### src/logic/sci_consts.svh
// sci_consts.svh: offsets, bit positions and reset values of the servo io block
// assumes inclusion by bare name from the design module and the testbench
`ifndef SCI_CONSTS_SVH
`define SCI_CONSTS_SVH

// ----------------------------------------------------------------------------
// register byte offsets on the apb bus
// ----------------------------------------------------------------------------
`define SCI_OFS_CTRL      8'h00
`define SCI_OFS_GEAR_PRI  8'h04
`define SCI_OFS_GEAR_ALT  8'h08
`define SCI_OFS_INPOS     8'h0C
`define SCI_OFS_FBDIV_A   8'h10
`define SCI_OFS_FBDIV_B   8'h14
`define SCI_OFS_DEVLIM    8'h18
`define SCI_OFS_STATUS    8'h1C
`define SCI_OFS_DEVIATION 8'h20
`define SCI_OFS_IRQ_STAT  8'h24
`define SCI_OFS_IRQ_MASK  8'h28

// ----------------------------------------------------------------------------
// field positions
// ----------------------------------------------------------------------------
`define SCI_CTRL_FMT_MSB  1
`define SCI_CTRL_FMT_LSB  0
`define SCI_IN_ENA        0
`define SCI_IN_ACLR       1
`define SCI_IN_FWD        2
`define SCI_IN_REV        3
`define SCI_IN_CLR        4
`define SCI_IN_BLK        5
`define SCI_IN_GSEL       6
`define SCI_IN_PUL        7
`define SCI_IN_DIR        8
`define SCI_IN_MA         9
`define SCI_IN_MB         10
`define SCI_IN_MZ         11
`define SCI_IN_N          12
`define SCI_ST_ALARM      12
`define SCI_ST_INPOS      13
`define SCI_ST_BRAKE      14
`define SCI_ST_POWER      15
`define SCI_IRQ_ALARM     0
`define SCI_IRQ_INPOS     1
`define SCI_IRQ_INDEX     2
`define SCI_IRQ_N         3

// ----------------------------------------------------------------------------
// reset values
// ----------------------------------------------------------------------------
`define SCI_RST_GEAR      1
`define SCI_RST_INPOS     10
`define SCI_RST_FBDIV     1
`define SCI_RST_DEVLIM    65536

`endif

### src/logic/sci_pkg.sv
// sci_pkg.sv: types shared by the servo io block
// assumes nothing from sci_consts.svh, which it does not include
package sci_pkg;
    // command pulse formats, codes 0, 1, 2
    typedef enum logic [1:0] {
        SCI_FMT_PULSE_DIR,
        SCI_FMT_FWD_REV,
        SCI_FMT_QUAD
    } sci_fmt_e;
endpackage

### src/logic/sci_io_logic.sv
// sci_io_logic.sv: control connector logic of a pulse driven servo drive
// assumes one 200 MHz clock, synchronous reset and an apb master
//
// The register offsets and the APB slave port were decided locally.
`timescale 1ns/1ps
`default_nettype none
`include "sci_consts.svh"

module sci_io_logic #(
    parameter int GEAR_W = 16,
    parameter int DIV_W  = 16,
    parameter int DEV_W  = 32
) (
    // clock and reset
    input  wire logic        clk,
    input  wire logic        rst,
    // apb slave
    input  wire logic        psel,
    input  wire logic        penable,
    input  wire logic        pwrite,
    input  wire logic [7:0]  paddr,
    input  wire logic [31:0] pwdata,
    output logic [31:0]      prdata,
    output logic             pready,
    output logic             pslverr,
    // digital inputs, low when on
    input  wire logic        servoEnableInN,
    input  wire logic        alarmResetInN,
    input  wire logic        forwardDriveInhibitN,
    input  wire logic        reverseDriveInhibitN,
    input  wire logic        devClearInN,
    input  wire logic        pulseBlockInN,
    input  wire logic        gearRatioSelectN,
    // command pulse pair and motor encoder
    input  wire logic        commandPulseIn,
    input  wire logic        commandDirIn,
    input  wire logic        motorEncA,
    input  wire logic        motorEncB,
    input  wire logic        motorEncZ,
    // digital outputs
    output logic             positionReachedOut,
    output logic             brakeOut,
    output logic             faultFreeOut,
    output logic             indexPulseOut,
    output logic             motorPowerOut,
    // divided encoder feedback, index passed on undivided
    output logic             feedbackAOut,
    output logic             feedbackBOut,
    output logic             feedbackIndexOut,
    // interrupt
    output logic             irqOut
);

    // ------------------------------------------------------------------------
    // state
    // ------------------------------------------------------------------------
    typedef struct packed {
        logic [`SCI_IN_N-1:0]  s1;
        logic [`SCI_IN_N-1:0]  s2;
        logic [`SCI_IN_N-1:0]  s3;
        logic [`SCI_IN_N-1:0]  flt;
        sci_pkg::sci_fmt_e     fmt;
        logic [GEAR_W-1:0]     gearPri;
        logic [GEAR_W-1:0]     gearAlt;
        logic [DEV_W-1:0]      inPosWin;
        logic [DEV_W-1:0]      devLimit;
        logic [DEV_W-1:0]      dev;
        logic [DIV_W-1:0]      divA;
        logic [DIV_W-1:0]      divB;
        logic [DIV_W:0]        fbAcc;
        logic [1:0]            fbGray;
        logic                  alarm;
        logic                  posReached;
        logic                  brake;
        logic                  faultFree;
        logic                  idx;
        logic [`SCI_IRQ_N-1:0] irqSt;
        logic [`SCI_IRQ_N-1:0] irqMask;
        logic [31:0]           rdata;
    } sci_state_s;

    sci_state_s            q;
    sci_state_s            d;
    logic [`SCI_IN_N-1:0]  rawPins, fltNext, rise, fall;
    logic                  run, devClr, alarmSet, inPos, fbStep;
    logic                  rawUp, rawDn, cmdUp, cmdDn, mUp, mDn;
    logic                  wrEn, rdSetup, rdDone, mapped;
    logic [GEAR_W-1:0]     gear;
    logic [DEV_W-1:0]      absDev;
    logic [DIV_W:0]        accSum;
    logic [31:0]           rdVal;
    logic [`SCI_IRQ_N-1:0] clrBits, events;

    // one step of a 4x quadrature decoder: {up, down}
    function automatic logic [1:0] quadStep(input logic oa, input logic ob,
                                            input logic na, input logic nb);
        logic moved;
        moved = (oa ^ na) ^ (ob ^ nb);
        quadStep = {moved & (ob ^ na), moved & ~(ob ^ na)};
    endfunction

    // ------------------------------------------------------------------------
    // input conditioning
    // ------------------------------------------------------------------------
    // low level means on, an open input reads off
    assign rawPins = {motorEncZ, motorEncB, motorEncA, commandDirIn, commandPulseIn,
                      ~gearRatioSelectN, ~pulseBlockInN, ~devClearInN,
                      ~reverseDriveInhibitN, ~forwardDriveInhibitN,
                      ~alarmResetInN, ~servoEnableInN};

    // filtered level moves once stages two and three agree
    assign fltNext = (q.s2 & q.s3) | (q.flt & (q.s2 ^ q.s3));
    assign rise    = fltNext & ~q.flt;
    assign fall    = ~fltNext & q.flt;

    // ------------------------------------------------------------------------
    // command pulse decoding
    // ------------------------------------------------------------------------
    // format select, unknown code falls back to pulse and sign
    always_comb
    begin
        rawUp = 1'b0;
        rawDn = 1'b0;
        case (q.fmt)
            sci_pkg::SCI_FMT_FWD_REV:
            begin
                rawUp = rise[`SCI_IN_PUL];
                rawDn = rise[`SCI_IN_DIR];
            end
            sci_pkg::SCI_FMT_QUAD:
            begin
                {rawUp, rawDn} = quadStep(q.flt[`SCI_IN_PUL], q.flt[`SCI_IN_DIR],
                                          fltNext[`SCI_IN_PUL], fltNext[`SCI_IN_DIR]);
            end
            default:
            begin
                rawUp = rise[`SCI_IN_PUL] & q.flt[`SCI_IN_DIR];
                rawDn = rise[`SCI_IN_PUL] & ~q.flt[`SCI_IN_DIR];
            end
        endcase
    end

    // enable and no alarm lets the drive work
    assign run = q.flt[`SCI_IN_ENA] & ~q.alarm;

    // block, direction inhibits, opposite steps cancel
    assign cmdUp = run & ~q.flt[`SCI_IN_BLK] & rawUp & ~rawDn & ~q.flt[`SCI_IN_FWD];
    assign cmdDn = run & ~q.flt[`SCI_IN_BLK] & rawDn & ~rawUp & ~q.flt[`SCI_IN_REV];

    // motor encoder counts
    assign {mUp, mDn} = quadStep(q.flt[`SCI_IN_MA], q.flt[`SCI_IN_MB],
                                 fltNext[`SCI_IN_MA], fltNext[`SCI_IN_MB]);

    // ------------------------------------------------------------------------
    // deviation counter
    // ------------------------------------------------------------------------
    // ratio choice
    assign gear   = q.flt[`SCI_IN_GSEL] ? q.gearAlt : q.gearPri;
    assign devClr = q.flt[`SCI_IN_CLR] | ~q.flt[`SCI_IN_ENA];
    assign absDev = q.dev[DEV_W-1] ? DEV_W'(-q.dev) : q.dev;

    // overrun latches the alarm, window sets position reached
    assign alarmSet = run & (absDev > q.devLimit);
    assign inPos    = run & (absDev <= q.inPosWin);

    // ------------------------------------------------------------------------
    // feedback divider
    // ------------------------------------------------------------------------
    // fraction a over b of motor counts becomes output steps
    assign accSum = q.fbAcc + (DIV_W+1)'(q.divA);
    assign fbStep = (mUp | mDn) & (q.divB != '0) & (accSum >= {1'b0, q.divB});

    // ------------------------------------------------------------------------
    // apb slave
    // ------------------------------------------------------------------------
    // zero wait, read data caught in the setup cycle
    assign wrEn    = psel & penable & pwrite;
    assign rdSetup = psel & ~penable & ~pwrite;
    assign rdDone  = psel & penable & ~pwrite;
    assign pready  = 1'b1;
    assign pslverr = psel & penable & ~mapped;
    assign prdata  = q.rdata;

    // read mux and address decode
    always_comb
    begin
        rdVal  = '0;
        mapped = 1'b1;
        case (paddr)
            `SCI_OFS_CTRL:      rdVal = 32'(q.fmt);
            `SCI_OFS_GEAR_PRI:  rdVal = 32'(q.gearPri);
            `SCI_OFS_GEAR_ALT:  rdVal = 32'(q.gearAlt);
            `SCI_OFS_INPOS:     rdVal = 32'(q.inPosWin);
            `SCI_OFS_FBDIV_A:   rdVal = 32'(q.divA);
            `SCI_OFS_FBDIV_B:   rdVal = 32'(q.divB);
            `SCI_OFS_DEVLIM:    rdVal = 32'(q.devLimit);
            `SCI_OFS_DEVIATION: rdVal = 32'(q.dev);
            `SCI_OFS_IRQ_STAT:  rdVal = 32'(q.irqSt);
            `SCI_OFS_IRQ_MASK:  rdVal = 32'(q.irqMask);
            `SCI_OFS_STATUS:
            begin
                rdVal[`SCI_IN_N-1:0] = q.flt;
                rdVal[`SCI_ST_ALARM] = q.alarm;
                rdVal[`SCI_ST_INPOS] = q.posReached;
                rdVal[`SCI_ST_BRAKE] = q.brake;
                rdVal[`SCI_ST_POWER] = run;
            end
            default:            mapped = 1'b0;
        endcase
    end

    // only bits shown by the read are cleared, so new events survive
    assign clrBits = (rdDone && paddr == `SCI_OFS_IRQ_STAT) ? q.rdata[`SCI_IRQ_N-1:0] : '0;
    assign events  = {rise[`SCI_IN_MZ], inPos & ~q.posReached, alarmSet & ~q.alarm};

    // ------------------------------------------------------------------------
    // next state
    // ------------------------------------------------------------------------
    always_comb
    begin
        d      = q;
        d.s1   = rawPins;
        d.s2   = q.s1;
        d.s3   = q.s2;
        d.flt  = fltNext;
        // register writes take effect at the access edge
        if (wrEn)
        begin
            case (paddr)
                `SCI_OFS_CTRL:
                    d.fmt = sci_pkg::sci_fmt_e'(pwdata[`SCI_CTRL_FMT_MSB:`SCI_CTRL_FMT_LSB]);
                `SCI_OFS_GEAR_PRI: d.gearPri  = pwdata[GEAR_W-1:0];
                `SCI_OFS_GEAR_ALT: d.gearAlt  = pwdata[GEAR_W-1:0];
                `SCI_OFS_INPOS:    d.inPosWin = pwdata[DEV_W-1:0];
                `SCI_OFS_FBDIV_A:  d.divA     = pwdata[DIV_W-1:0];
                `SCI_OFS_FBDIV_B:  d.divB     = pwdata[DIV_W-1:0];
                `SCI_OFS_DEVLIM:   d.devLimit = pwdata[DEV_W-1:0];
                `SCI_OFS_IRQ_MASK: d.irqMask  = pwdata[`SCI_IRQ_N-1:0];
                default:           d.irqMask  = q.irqMask;
            endcase
        end
        // clear wins, else geared commands minus motor counts
        if (devClr)
            d.dev = '0;
        else
            d.dev = q.dev + (cmdUp ? DEV_W'(gear) : '0) - (cmdDn ? DEV_W'(gear) : '0)
                  - DEV_W'(mUp) + DEV_W'(mDn);
        // alarm set beats the clear on the off edge
        d.alarm = alarmSet | (q.alarm & ~fall[`SCI_IN_ACLR]);
        // registered output levels
        d.posReached = inPos;
        d.faultFree  = ~q.alarm;
        d.idx        = q.flt[`SCI_IN_MZ];
        // brake released only in clean enabled operation
        d.brake = q.flt[`SCI_IN_ENA] & ~q.alarm & ~q.flt[`SCI_IN_FWD] & ~q.flt[`SCI_IN_REV];
        // feedback accumulator and gray step
        if (mUp | mDn)
            d.fbAcc = fbStep ? accSum - {1'b0, q.divB} : accSum;
        if (fbStep)
        begin
            d.fbGray = mUp ? q.fbGray ^ (q.fbGray[1] ^ q.fbGray[0] ? 2'h2 : 2'h1)
                           : q.fbGray ^ (q.fbGray[1] ^ q.fbGray[0] ? 2'h1 : 2'h2);
        end
        // sticky events, set wins over a read clear
        d.irqSt = (q.irqSt & ~clrBits) | events;
        if (rdSetup)
            d.rdata = rdVal;
    end

    // state register with synchronous reset
    always_ff @(posedge clk)
    begin
        if (rst)
        begin
            q           <= '0;
            q.gearPri   <= GEAR_W'(`SCI_RST_GEAR);
            q.gearAlt   <= GEAR_W'(`SCI_RST_GEAR);
            q.inPosWin  <= DEV_W'(`SCI_RST_INPOS);
            q.devLimit  <= DEV_W'(`SCI_RST_DEVLIM);
            q.divA      <= DIV_W'(`SCI_RST_FBDIV);
            q.divB      <= DIV_W'(`SCI_RST_FBDIV);
            q.faultFree <= 1'b1;
        end
        else
            q <= d;
    end

    // ------------------------------------------------------------------------
    // outputs
    // ------------------------------------------------------------------------
    assign positionReachedOut = q.posReached;
    assign brakeOut           = q.brake;
    assign faultFreeOut       = q.faultFree;
    assign indexPulseOut      = q.idx;
    assign feedbackIndexOut   = q.idx;
    assign feedbackAOut       = q.fbGray[1];
    assign feedbackBOut       = q.fbGray[0];
    assign motorPowerOut      = run;
    assign irqOut             = |(q.irqSt & q.irqMask);
endmodule
`default_nettype wire

### config.mk
export PLATFORM = sky130hd
export DESIGN_NAME = sci_io_logic
export DESIGN_NICKNAME = d
export VERILOG_FILES = /design/src/logic/sci_pkg.sv /design/src/logic/sci_io_logic.sv
export VERILOG_INCLUDE_DIRS = /design/src /design/src/logic
export SDC_FILE = /design/constraint.sdc
export NUM_CORES = 1
export LEC_CHECK = 0
export CAP_MARGIN = 25
export CELL_PAD_IN_SITES_DETAIL_PLACEMENT = 1
export CELL_PAD_IN_SITES_GLOBAL_PLACEMENT = 1
export CORE_UTILIZATION = 44
export DETAILED_ROUTE_END_ITERATION = 16
export DONT_BUFFER_PORTS = 1
export GPL_TIMING_DRIVEN = 0
export PLACE_DENSITY = 0.73
export RECOVER_POWER = 50
export REMOVE_ABC_BUFFERS = 1
export SLEW_MARGIN = 20
export SYNTH_ARGS = -nofsm -noshare
export SYNTH_HDL_FRONTEND = slang
export SYNTH_SLANG_ARGS = --single-unit
### constraint.sdc
create_clock -name clk -period 5.5 [get_ports clk]
set_clock_uncertainty 0.1 [all_clocks]
set_input_delay 0.275 -clock clk [delete_from_list [all_inputs] [get_ports clk]]
set_output_delay 0.275 -clock clk [all_outputs]
set_load 0.005 [all_outputs]
==> results of run 1 <==
[timing repair]
item,4_1_cts,5_1_grt
endpoints found under the hold margin,222,0
setup endpoints to repair,27,7
setup buffers,9,7
hold buffers,57,0
pin swaps,14,26
resized for setup,24,27
[critical path, delay by kind of cell (launching register included)]
family	cells	cell delay, ns
AOI/OAI and AO/OA	10	2.23
adders and majority gates	5	1.92
buffers and inverters	2	0.22
DFF	1	0.42
and+or+nand+nor	6	0.58
[worst paths after layout]
check | slack [ns] | endpoint
setup / recovery | -0.1 | q[122]
hold / removal | 0.04 | q[35]
setup reg to reg | -0.1 | q[122]
hold reg to reg | 0.34 | d[241]
[cell families (layout without fill, tap and decap cells)]
logic type                 Yosys count  in the layout
and+or+nand+nor                    724            724
AOI/OAI and AO/OA                  543            543
buffers and inverters              301            323
DFF                                272            272
adders and majority gates          190            190
xor gates and xnor gates            82             82
muxes                               30             30
other                                1              1
[state kept, by name (all words and copies together), names as in the netlist]
| name | flops |
|---|---|
| positionReachedOut | 1 |
| d | 25 |
| faultFreeOut | 1 |
| feedbackIndexOut | 1 |
| feedbackAOut | 1 |
| feedbackBOut | 1 |
| q | 209 |
| brakeOut | 1 |
| prdata | 32 |
[metrics by stage]
stage	cell area (um2)	util (%)	total power, mW	TNS [ns]	hold slack (ns)
2_1_floorplan	16400	-	2.12	-1.09	0.242
3_3_place_gp	17000	44.9	2.15	-18.28	0.243
3_5_place_dp	17300	45.8	2.16	-21.72	0.245
4_1_cts	19300	51.0	4.62	0	0.0107
5_1_grt	19400	51.2	4.72	-1.36	0.0630
6_report	19400	51.2	4.59	-0.198	0.0367
[power breakdown]
group          leakage (nW)  switching [mW]  internal [mW]  total, mW
clock                 0.583           0.928           1.46       2.39
combinational          4.76           0.120         0.0811      0.202
sequential             2.20          0.0101           1.99       2.00
[layer usage]
metal	routed length, um	track usage, %
met3	3880	6.43
met4	2250	11.9
met5	0	0
met1	25200	37.6
met2	28000	50.3
[final cells by class]
type,instances,area (um2),share of cell area [%]
Timing Repair Buffer,87,935,4.82
Clock inverter,13,171,0.884
Clock buffer,48,1000,5.18
Inverter,175,657,3.39
Multi-Input combinational cell,1570,10500,54.3
Tap cell,511,639,3.30
Sequential cell,272,5450,28.1
[cells in the final DEF (no fill, tap or decap), types with 18 or more instances in the layout]
cell type,count
a21o_1,48
a21oi_1,232
a222oi_1,31
a22oi_1,37
clkbuf_16,35
dfxtp_1,267
dlygate4sd3_1,56
fa_1,18
ha_1,167
inv_1,169
nand2_1,342
nand3_1,30
nand4_1,29
nor2_1,161
nor2b_1,50
nor3_1,21
o21ai_0,49
xnor2_1,63
xor2_1,18
==> impl_results.md, run 1 <==
- Final WS setup: -0.0976 ns
- Core area: 0.0378 mm2
- Die Footprint: 0.0394 mm2
- Drt first pass iters: 8
- Yosys warns: 0
- Number of global-route vias before repair: 16100
- Worst Reg-to-Reg Cells: 23
- Antenna viol nets, final: 0
- IO Count: 100
- Fin crit share: 102%
- Yosys cell types: 71
- Slew Limit Fails: 247
- Top cells by area, synth: dfxtp_1 (32%), ha_1 (13%), nand2_1 (7.6%), a21oi_1 (7.0%), inv_1 (3.8%)
- Post-synthesis cell count: between 2000 and 2500
- Hold Path Depth: 4
- Final Non-Filler Cells: ~2700
- Unrepaired setup endpoints after global routing: yes
- Status: finished, violations left
- Violated checks: max-capacitance violations, max-slew violations, negative setup slack
- DR vias: approximately 16000
- Largest family of logic cells by synthesized area: compound AO/OA/AOI/OAI gates
- Largest net degree at the start of global routing: approximately 200
- Synth Area in Adders: 14.9%
- DRC viols: 0
- Kind of critical path: flop to flop
- Worst Path Arrival: approximately 5.9 ns
- Layout fillers: 4604
- Post-synthesis average cell area: 7.92 um2
- Synth Area in Simple Gates: 18.8%
- Global-route wire length before repair: 90900 um
- Multiplexer area fraction after synthesis: between 1.5 and 2%
- Critical Path Source Type: flop
- Most frequently used flop master after synthesis: dfxtp_1
- Post-layout minimum cycle time: 5.60 ns
- Drt wl/cell: 22.2 um
- Worst slew margin: -191%
- CTS Buf Count: 34
- CTS tree: built
- Initial Util: approximately 45%
- Most common cell in the netlist: nand2_1
- Compound-Gate Fraction of Synth Area: 20.6%
- Place WS: -1.79 ns
- Crit path cell chain: ha_4, a21oi_1, nor2_1, a22oi_2, nor2_2, a21oi_4, nand3_4, nor2b_4, fa_1, fa_1, fa_2, inv_2, fa_2, a211oi_2, nor2_2, o211ai_1, a21o_1, a32oi_4, a2111oi_4, buf_4, o31a_1, o21a_1, nor3_2
- CP max FO: 5
- Max-cap viol count: 3
- H-tree depth reported by CTS: 2
- Commonest cells post-synth: nand2_1 (345), dfxtp_1 (272), a21oi_1 (236)
- Yosys reg bits: around 270
- Top-area cell type share of the netlist area: 32.1%
- Bufs on Longest Clock Path: 3
- Worst-path clk slew: 0.06 ns
- Yosys top cell by area: dfxtp_1
- GRT Total Usage: between 30% and 40%
- Antenna diodes: 0
- Clock root cell: clkbuf_16
- Routed WL: 59400 um
- CP Launch Point: q[243]
- Seq/Total Area, Yosys: about a third
- Skew-Pair Late Insertion Delay: 0.56 ns
- Area grow syn2layout: 14.2%
- Asr flop ratio synth: 0%
- Hold crit path type: input port to flop
- GRT overflow: 0
- Initial antenna violation count: 0
- Critical-path top delay cell: fa_1
- Lkg Pwr: 7.55 nW
- Max frequency: 0.179 GHz
- Worst reg2reg startpoint: q[243]
- CTS Sinks: 272
- Chip Height: 198 um
- CP peak stage delay: 0.60 ns
- Synthesized cell area: 0.0170 mm2
- IO buf count: 0
- # rows: 71
- Endpoint class of the critical path: flop
- Pwr dens: between 200 and 250 mW/mm2
- Slew @ Worst Pin: 4.37 ns
- Routed vias/inst: 5.82
- Post-synth EDFFs: 0
- Final Setup Violations: 4
- Worst VDD drop: 0.224 mV
- GP Congestion: just over 0.9
- Die X: approximately 200 um
- Initial drt markers: 989
- Final hold violation count: 0
- Required time of the critical path: 5.82 ns
- DPL Wire Length: 42700 um
- Synth Area in XOR/XNOR: approximately 4.3%
- Cell count after placement: 2542
- Worst hold start: psel
- # nets final: roughly 2400
- Share of cells above drive strength 1: 7.48%
Note: power is estimated with default switching activity, not from simulation.
==> run 2: changes to the inputs <==
--- a/config.mk
+++ b/config.mk
@@ -16,6 +16,7 @@
 export PLACE_DENSITY = 0.73
 export RECOVER_POWER = 50
 export REMOVE_ABC_BUFFERS = 1
+export SETUP_SLACK_MARGIN = 0.2
 export SLEW_MARGIN = 20
 export SYNTH_ARGS = -nofsm -noshare
 export SYNTH_HDL_FRONTEND = slang
==> impl_results.md, run 2 (same netlist as run 1, synthesis figures left out) <==
- Max frequency: about 0.19 GHz
- Place WS: -1.79 ns
- Cell count after placement: 2542
- Clock root cell: clkbuf_16
- IO Count: 100
- Largest register FFs: 209
- Lkg Pwr: 7.56 nW
- CP Buf/Inv Count: 2
- Worst slew margin: -192%
- Commonest non-fill, non-tap cell in the layout: nand2_1
- Reg2Reg Setup Slack: 0.21 ns
- Share of cells above drive strength 1: under 10%
- Die X: slightly below 200 um
- Register Area: ~0.0055 mm2
- Initial Util: 44.8%
- Total negative slack: 0 ns
- Cell family with most CP delay: adder cells
- Drt wl/cell: 22.1 um
- Most frequent cells in the layout: nand2_1 (340), dfxtp_1 (268), a21oi_1 (231)
- Endpoint class of the critical path: flop
- CTS tree: built
- IO buf count: 0
- Largest net degree at the start of global routing: a little over 200
- CP peak stage delay: 0.55 ns
- Largest register by flop count: q
- DRC viols: 0
- CTS Sinks: about 270
- GRT overflow: 0
- Placed Area: 0.0173 mm2
- Skew-Pair Late Insertion Delay: 0.55 ns
- H-tree depth reported by CTS: 2
- Hold Path Depth: 4
- Number of global-route vias before repair: around 16000
- Critical Path Source Type: flop
- # nets final: 2386
- Worst Path Arrival: 5.61 ns
- Area grow syn2layout: 14.6%
- Final WS setup: ~0.21 ns
- CP max FO: 3
- Footprint of the multi-input gates: ~0.011 mm2
- Core area: approximately 0.038 mm2
- Chip Height: 198 um
- Drt first pass iters: 6
- Hold_ws: 0.0371 ns
- Unrepaired setup endpoints after global routing: yes
- Kind of critical path: flop to flop
- Hold crit path type: input port to flop
- CTS Buf Count: 34
- Pwr dens: between 200 and 250 mW/mm2
- Layout fillers: between 4000 and 5000
- Finished Cell Area: slightly below 0.02 mm2
- Routed vias/inst: 5.79
- Max-cap viol count: 3
- Critical-path top delay cell: fa_1
- Bufs on Longest Clock Path: 3
- Worst Reg-to-Reg Cells: 25
- Cell depth of the worst setup path: 25
- Antenna viol nets, final: 0
- Slew Limit Fails: 247
- Status: finished, violations left
- Die Footprint: about 0.039 mm2
- Tot Pwr: approximately 4.6 mW
- Slew @ Worst Pin: 4.38 ns
- # rows: 71
- Final core utilization: 51.4%
- DPL Wire Length: between 40000 and 50000 um
- GRT Total Usage: 30.3%
- Post-layout minimum cycle time: 5.29 ns
- Final Setup Violations: 0
- Required time of the critical path: just under 6 ns
- Worst VDD drop: 0.224 mV
- Routed WL: 59100 um
- Worst-path clk slew: 0.06 ns
- Violated checks: max-capacitance violations, max-slew violations
- GP Congestion: 0.929
- Final hold violation count: 0
- DR vias: 15500
- Initial drt markers: 999
- Final Non-Filler Cells: between 2000 and 3000
- Initial antenna violation count: 0
- Global-route wire length before repair: between 90000 and 100000 um
- Fin crit share: 96.2%
- Crit-path most repeated cell: nor2_2
[run 2: changes by cell type in the layout (fill, tap and decap cells not counted), sizes merged]
| cell | previous run | this run |
|---|---|---|
| buf | 29 | 27 |
| diode | 0 | 1 |
| xor2 | 19 | 20 |
[run 2: power by group]
group	switching [mW]	internal, mW
Combinational	0.123	0.0820
Clock	0.926	1.46
Sequential	0.00988	1.99
[run 2: layout make-up]
class | instances | share of cell area [%]
Sequential cell | 272 | 28.0
Multi-Input combinational cell | 1571 | 54.5
Tap cell | 511 | 3.29
Inverter | 175 | 3.38
Antenna cell | 1 | 0.0129
Timing Repair Buffer | 85 | 4.73
Clock buffer | 48 | 5.17
Clock inverter | 13 | 0.882
[run 2: worst paths after layout]
kind              endpoint  startpoint
setup / recovery    q[122]      d[243]
hold / removal       q[35]        psel
setup reg to reg    q[122]      d[243]
hold reg to reg     d[240]      d[252]
[run 2: what timing repair did]
action	4_1_cts	5_1_grt
hold buffers	57	0
setup buffers	10	4
resized for setup	36	24
pin swaps	26	6
hold endpoints to repair	222	0
setup endpoints to repair	29	29
gates cloned	0	1
[run 2: per-layer routing]
metal	GRT usage, %	routed length, um	up-vias
met1	37.7	25200	7617
met4	12.0	2200	0
met5	0	0	-
met3	6.43	3900	109
li1	-	-	7368
met2	50.8	27800	405
[run 2: worst register-to-register path: stages, from the launching register on]
cell and delay (ns):
dfxtp_2 0.34, ha_4 0.24, nor2_2 0.11, a21oi_2 0.06, xor2_1 0.17, and2_4 0.16
a22oi_2 0.16, nor2_2 0.08, a21oi_4 0.16, nand3_4 0.10, nor2b_4 0.14, fa_1 0.44
fa_1 0.55, fa_2 0.23, inv_2 0.04, fa_2 0.37, a211oi_2 0.21, nor2_2 0.07
o211ai_1 0.19, a21o_1 0.20, a32oi_4 0.15, a2111oi_4 0.38, buf_4 0.19, o31a_1 0.15
o21a_1 0.14, nor3_1 0.05
